[src/test_pattern_regs.vh]
// Constants for the serial link test-pattern generator.
// Assumes inclusion by bare name from the design files.
`ifndef TEST_PATTERN_REGS_VH
`define TEST_PATTERN_REGS_VH
// Test mode selector codes
`define TM_OFF 3'h0
`define TM_SHORT 3'h1
`define TM_D215 3'h2
`define TM_K285 3'h3
`define TM_RILA 3'h4
`define TM_RPAT 3'h5
// Link configuration layout selector
`define CFG_F2S8 2'h0
`define CFG_F2S4 2'h1
`define CFG_F8 2'h2
// Characters
`define CHAR_D215 8'hB5
`define CHAR_K285 8'hBC
`define CHAR_ILA_START 8'h1C
`define CHAR_ILA_END 8'h7C
// Repeated alignment and RPAT sequence lengths in octets; lane count
`define ILA_LEN 8'h40
`define RPAT_LEN 4'hC
`define NUM_LANES 6
`endif

[src/serial_link_test_pattern_gen.v]
// Test-pattern generator for a six-lane-per-converter serial transmitter.
// Assumes a downstream 8b/10b or 64b/66b encoder fed one octet pair per lane per clock;
// ctrl flags mark K characters for the encoder; inputs synchronous to clk_sys.
`timescale 1ns/1ps
`include "test_pattern_regs.vh"
module serial_link_test_pattern_gen (
	input wire clk_sys,
	input wire rst,
	input wire [2:0] test_mode,
	input wire [1:0] link_config_select,
	input wire enc_8b10b,
	input wire sync_req_n,
	input wire [95:0] conv_a_data,
	input wire [95:0] conv_b_data,
	output reg [95:0] lane_a_q,
	output reg [95:0] lane_b_q,
	output reg [11:0] lane_a_k_q,
	output reg [11:0] lane_b_k_q,
	output reg [5:0] lane_en_q,
	output reg test_active_q
);
	localparam ST_IDLE = 3'b001;
	localparam ST_CGS = 3'b010;
	localparam ST_ILA = 3'b100;

	reg [2:0] st_q;
	reg [2:0] st_d;
	reg [7:0] ila_cnt_q;
	reg [3:0] rpat_idx_q;
	reg [3:0] rpat_idx1;
	wire [7:0] rpat_o0;
	wire [7:0] rpat_o1;
	reg [95:0] pat_d;
	reg [11:0] k_d;
	reg [5:0] en_d;
	reg active_d;
	reg [15:0] word;
	reg [1:0] kw;
	integer i;

	// Second octet index of the pair, first plus one; stays inside the twelve since the first is even
	always @* begin
		rpat_idx1 = rpat_idx_q + 4'h1;
	end

	rpat_rom u_rom0 (
		.idx(rpat_idx_q),
		.octet(rpat_o0)
	);
	rpat_rom u_rom1 (
		.idx(rpat_idx1),
		.octet(rpat_o1)
	);

	// Short pattern octet pair for a lane under a given layout
	function [15:0] short_word;
		input [1:0] cfg;
		input [2:0] lane;
		begin
			case (lane)
				3'h0: short_word = 16'h0123;
				3'h1: short_word = 16'h4567;
				3'h2: short_word = 16'h89AB;
				3'h3: short_word = 16'hCDEF;
				3'h4: short_word = 16'h0123;
				3'h5: short_word = 16'h4567;
				default: short_word = 16'h0000;
			endcase
			if (cfg == `CFG_F2S4 && lane > 3'h2) begin
				short_word = 16'h0000;
			end
		end
	endfunction

	// Repeated-ILA sequencer: CGS while sync is requested, then ILA until sync is requested again
	always @* begin
		st_d = st_q;
		case (st_q)
			ST_IDLE: begin
				if (test_mode == `TM_RILA && enc_8b10b) begin
					st_d = ST_CGS;
				end
			end
			ST_CGS: begin
				if (sync_req_n) begin
					st_d = ST_ILA;
				end
			end
			ST_ILA: begin
				if (!sync_req_n) begin
					st_d = ST_CGS;
				end
			end
			default: st_d = ST_IDLE;
		endcase
		if (test_mode != `TM_RILA || !enc_8b10b) begin
			st_d = ST_IDLE;
		end
	end

	// Lane enables per link configuration; lowest lanes first
	always @* begin
		case (link_config_select)
			`CFG_F2S4: en_d = 6'h07;
			default: en_d = 6'h3F;
		endcase
	end

	// Lane content select; unsupported encoding combinations pass samples
	always @* begin
		pat_d = conv_a_data;
		k_d = 12'h000;
		active_d = 1'b0;
		word = 16'h0000;
		kw = 2'b00;
		for (i = 0; i < `NUM_LANES; i = i + 1) begin
			word = conv_a_data[i*16 +: 16];
			kw = 2'b00;
			case (test_mode)
				`TM_SHORT: begin
					// F8 layout is out of scope; falls back to F2 S8 octets
					word = short_word(link_config_select, i[2:0]);
				end
				`TM_D215: begin
					word = {`CHAR_D215, `CHAR_D215};
				end
				`TM_K285: begin
					if (enc_8b10b) begin
						word = {`CHAR_K285, `CHAR_K285};
						kw = 2'b11;
					end
				end
				`TM_RILA: begin
					// Commas on the entry cycle too, so samples never leak through
					if (st_q != ST_ILA && enc_8b10b) begin
						word = {`CHAR_K285, `CHAR_K285};
						kw = 2'b11;
					end else if (st_q == ST_ILA) begin
						// Marker framing each pass; payload is the octet count
						if (ila_cnt_q == 8'h00) begin
							word = {`CHAR_ILA_START, ila_cnt_q + 8'h01};
							kw = 2'b10;
						end else if (ila_cnt_q == `ILA_LEN - 8'h02) begin
							word = {ila_cnt_q, `CHAR_ILA_END};
							kw = 2'b01;
						end else begin
							word = {ila_cnt_q, ila_cnt_q + 8'h01};
						end
					end
				end
				`TM_RPAT: begin
					if (enc_8b10b) begin
						// Encoder turns each pair into the listed 20-bit codes
						word = {rpat_o0, rpat_o1};
					end
				end
				default: word = conv_a_data[i*16 +: 16];
			endcase
			pat_d[i*16 +: 16] = en_d[i] ? word : 16'h0000;
			k_d[i*2 +: 2] = en_d[i] ? kw : 2'b00;
		end
		active_d = (test_mode == `TM_SHORT) || (test_mode == `TM_D215) ||
			((test_mode == `TM_K285 || test_mode == `TM_RILA ||
			test_mode == `TM_RPAT) && enc_8b10b);
	end

	// Registered outputs; converter B mirrors A in test, own data otherwise
	always @(posedge clk_sys) begin
		if (rst) begin
			st_q <= ST_IDLE;
			ila_cnt_q <= 8'h00;
			rpat_idx_q <= 4'h0;
			lane_a_q <= 96'h0;
			lane_b_q <= 96'h0;
			lane_a_k_q <= 12'h000;
			lane_b_k_q <= 12'h000;
			lane_en_q <= 6'h00;
			test_active_q <= 1'b0;
		end else begin
			st_q <= st_d;
			if (st_q == ST_ILA && st_d == ST_ILA) begin
				ila_cnt_q <= (ila_cnt_q == `ILA_LEN - 8'h02) ? 8'h00 : ila_cnt_q + 8'h02;
			end else begin
				ila_cnt_q <= 8'h00;
			end
			if (test_mode == `TM_RPAT) begin
				// Two octets per clock; twelve is even so the wrap is exact
				rpat_idx_q <= (rpat_idx_q == `RPAT_LEN - 4'h2) ? 4'h0 : rpat_idx_q + 4'h2;
			end else begin
				rpat_idx_q <= 4'h0;
			end
			lane_en_q <= en_d;
			test_active_q <= active_d;
			if (active_d) begin
				lane_a_q <= pat_d;
				lane_b_q <= pat_d;
				lane_a_k_q <= k_d;
				lane_b_k_q <= k_d;
			end else begin
				// K flags never ride on converter samples
				lane_a_q <= conv_a_data;
				lane_b_q <= conv_b_data;
				lane_a_k_q <= 12'h000;
				lane_b_k_q <= 12'h000;
			end
		end
	end
endmodule

[src/rpat_rom.v]
// Modified RPAT octet table, one octet per index.
// Assumes index below twelve; other indices give octet 0.
`timescale 1ns/1ps
`include "test_pattern_regs.vh"
module rpat_rom (
	input wire [3:0] idx,
	output reg [7:0] octet
);
	// Octets as presented to the 8b/10b encoder
	always @* begin
		case (idx)
			4'h0: octet = 8'hBE;
			4'h1: octet = 8'hD7;
			4'h2: octet = 8'h23;
			4'h3: octet = 8'h47;
			4'h4: octet = 8'h6B;
			4'h5: octet = 8'h8F;
			4'h6: octet = 8'hB3;
			4'h7: octet = 8'h14;
			4'h8: octet = 8'h5E;
			4'h9: octet = 8'hFB;
			4'hA: octet = 8'h35;
			4'hB: octet = 8'h59;
			default: octet = 8'hBE;
		endcase
	end
endmodule

[config.mk]
export PLATFORM = sky130hd
export DESIGN_NAME = serial_link_test_pattern_gen
export DESIGN_NICKNAME = d
export VERILOG_FILES = /design/src/serial_link_test_pattern_gen.v /design/src/rpat_rom.v
export VERILOG_INCLUDE_DIRS = /design/src /design/src/src
export SDC_FILE = /design/constraint.sdc
export NUM_CORES = 1
export LEC_CHECK = 0
export BUFFER_PORTS_ARGS = -buffer_cell sky130_fd_sc_hd__buf_2
export CAP_MARGIN = 20
export CORE_AREA = 2 2 164 166
export DETAILED_ROUTE_END_ITERATION = 7
export DIE_AREA = 0 0 166 168
export PLACE_DENSITY = 0.67
export SYNTH_ARGS = -nofsm -noshare
export SYNTH_HDL_FRONTEND = slang
export SYNTH_SLANG_ARGS = --single-unit
[constraint.sdc]
create_clock -name clk_sys -period 2.9 [get_ports clk_sys]
set_input_delay 0.725 -clock clk_sys [delete_from_list [all_inputs] [get_ports clk_sys]]
set_output_delay 0.725 -clock clk_sys [all_outputs]
set_load 0.01 [all_outputs]
==> results by group <==
Die
  – Core area: 0.02635 sq mm
  – Die Height: 168 um
  – Starting Density: between 30% and 40%
  – Ports: 424
  – DIE WIDTH: 166 um
  – Site Rows: 60
  – Die ar.: 0.02789 sq mm

Final layout
  – Commonest non-fill, non-tap cells in the layout: buf_2 (423), dfxtp_1 (220), nor2_1 (140)
  – Cell Count, Final, Fillers Out: between 1500 and 2000
  – Share of layout cells above drive strength 1: 40.13%
  – Commonest non-fill, non-tap cell in the layout: buf_2
  – Final net count: 1581
  – Design Area, Final: ~0.012 sq mm
  – Area grow syn2layout: 36.70%

Critical path
  – Worst Setup End Kind: flip-flop
  – Crit path launch type: flip-flop
  – Kind of critical path: flip-flop to flip-flop
  – Worst EP arrival: approximately 2.9 ns
  – Number of cells on the worst reg-to-reg path: 6
  – CP Max Fanout: 13
  – R2r endpoint: lane_b_q[48]
  – FF-to-FF Start: st_q[2]
  – Reg2Reg Setup Slack: a little over 0.5 ns
  – Worst Path Required: 3.36 ns

Power and ir drop
  – Total Power: 7.808 mW
  – P_sw: 2.066 mW
  – Pwr/cell area: 650.9 mW/mm^2
  – Cell internal pwr: approximately 5.7 mW
  – Net Sw Frac: 26.46%
  – Lkg Pwr: ~6.0 nW
  – Peak VDD IR: 0.0004182 V
  – Clk network pwr share: 40.9%
  – Combinational Power Share: 16.4%
  – Sequential power share: 42.7%

Synth
  – Post-synthesis cell count: 963
  – Primary FF master, synth: dfxtp_1
  – Post-synthesis cell area: 0.008775 sq mm
  – Distinct cells, synth: between 80 and 90
  – Yosys reg bits: 220
  – Synth warn: 0
  – Sequential-to-total area share from yosys stat: 50.19%
  – Ys async rst share: 0%
  – Number of flops mapped to enable cells by yosys: 0
  – Mean cell area of the mapped netlist: 9.112 sq um
  – Syn nets: approximately 1200

Hold path
  – Hold EP: lane_b_q[93]
  – Hold Path Stages: 3
  – Min-Delay Startpoint: conv_b_data[93]
  – Hold/Removal Path Class: primary input to flip-flop

Timing
  – Worst Tran Pin Value: about 0.73 ns
  – Clock Skew: 0.01996 ns
  – Setup TNS: 0 ns
  – Hold WS: around 0.39 ns
  – Final setup viols: 0
  – Slew headroom: 51.41%
  – Min Tclk post-route: 2.397 ns
  – Max Fclk: 0.4172 GHz
  – Hold Violations, Final: 0
  – Slew Viols, Final: 0
  – Fin crit share: 82.65%
  – RSZ-0062 raised after global routing: false

Status
  – Run status: completed

Global routing
  – Vias in the first global route: 8466
  – Antenna violations before repair: 4
  – First-pass GRT wire length: slightly below 50 mm
  – Congestion Overflow GR: 0
  – Largest net degree at the start of global routing: 49
  – GRT Util Overall: between 20% and 30%

Clock network
  – Clk sinks: between 200 and 250
  – Worst-path clk slew: 0.06 ns
  – # hold bufs at CTS: 0
  – Post-CTS Resized: 0
  – H-tree levels: 1
  – Setup repair bufs after CTS: 0
  – Root Driver: clkbuf_16
  – Clk buf depth: 3
  – Total CTS buffers: 24
  – CTS tree: yes
  – Clk_lat worst skew: approximately 0.53 ns

Detailed routing
  – Routed Wire Length: 32.64 mm
  – Post-route ant nets: 0
  – Vias: between 8000 and 9000
  – DRC viols: 0
  – WL/cell: 18.85 um
  – TritonRoute pass-1 iters: 5
  – Routed vias/inst: 4.967
  – DR iter-0 viols: 638

Place
  – Cell area after placement: roughly 0.011 sq mm
  – Placed insts: approximately 1700
  – Buffers on Ports: between 400 and 500
  – Final GP Congestion: 0.9418
  – Detail Placement HPWL: 25.58 mm

Flow run
  – Maxcap violations: 0
per-stage QoR:
step | utilization, % | setup WS, ns
floorplan | - | 0.5705
global placement | 42.34 | 0.1726
detailed placement | 42.34 | 0.1363
CTS | 45.49 | 0.5059
global route | 45.51 | 0.3762
finish | 45.52 | 0.5031
power groups by stage:
stage / sequential, mW / clock, mW / combinational (mW)
5_1_grt: 3.36 / 3.39 / 1.40
2_1_floorplan: 3.53 / 0 / 0.538
6_report: 3.34 / 3.19 / 1.28
3_3_place_gp: 3.40 / 0 / 1.27
4_1_cts: 3.34 / 3.26 / 1.29
3_5_place_dp: 3.40 / 0 / 1.29
how the worst max path moves through the flow:
stage	start	slack, ns	endpoint	depth (start not counted)
3_3_place_gp	test_mode[1]	0.17	lane_b_q[16]	7
6_report	st_q[2]	0.50	lane_b_q[48]	6
5_1_grt	st_q[2]	0.38	lane_b_q[32]	6
4_1_cts	st_q[2]	0.51	lane_b_q[48]	6
3_5_place_dp	test_mode[1]	0.14	lane_b_q[48]	7
2_1_floorplan	test_mode[2]	0.57	u_rom0.octet[7]	9
cell families (layout without fill, tap and decap cells):
kind of cell               count (synthesis)  count (layout)  share of synthesized area [%]
xor gates and xnor gates                   9               9                         0.8984
other                                      0               3                              0
adders and majority gates                 10              10                          1.426
AOI/OAI and AO/OA                        281             281                          23.03
muxes                                      1               1                         0.1141
buffers and inverters                    107             532                          7.087
DFF                                      220             220                          50.19
and+or+nand+nor                          335             335                          17.25
critical path: stages (launching register included):
cell and delay, ns:
dfxtp_1 0.40, or3b_1 0.67, nor2_4 0.44, a22oi_1 0.22, a311oi_2 0.32, buf_4 0.20
a21o_1 0.09
synth_stat cells, types with 8 or more instances:
master | count | share of area, %
o2bb2ai_1 | 8 | 0.80
nor3_1 | 8 | 0.46
dfxtp_1 | 220 | 50
a21oi_1 | 73 | 4.2
clkbuf_1 | 17 | 0.73
nor2_1 | 140 | 6.0
nor2b_1 | 8 | 0.57
o21ai_0 | 38 | 2.2
ha_1 | 10 | 1.4
nand3_1 | 8 | 0.46
buf_4 | 37 | 3.2
a21o_1 | 32 | 2.7
o22ai_1 | 8 | 0.57
buf_2 | 21 | 1.2
o21a_1 | 30 | 2.6
nand2b_1 | 9 | 0.64
inv_1 | 18 | 0.77
nand2_1 | 122 | 5.2
a211oi_1 | 10 | 0.86
final cells by class:
type,instances,area (sq um)
diodes,3,7.507
clock buffers,33,695.7
clock inverters,11,136.4
fillers,2644,14360
inverters,20,75.07
multi-input cells,636,3770
flip-flops and latches,220,4404
well taps,341,426.7
repair buffers,468,2480
sequential cells by signal, summed over array words and instances, names as in the netlist:
| name | flops |
|---|---|
| test_active_q | 1 |
| st_q | 3 |
| ila_cnt_q | 7 |
| lane_b_q | 96 |
| lane_b_k_q | 4 |
| rpat_idx_q | 3 |
| lane_en_q | 2 |
| u_rom0.octet | 8 |
| lane_a_q | 96 |
routing by layer:
metal | GRT usage (%) | vias to the layer above | share of wire [%]
met2 | 38.59 | 436 | 48
met3 | 6.512 | 91 | 8.9
li1 | - | 4109 | -
met5 | 0 | - | 0.034
met4 | 8.355 | 2 | 3.8
met1 | 25.93 | 3965 | 40
(Power assumes the default switching activity.)
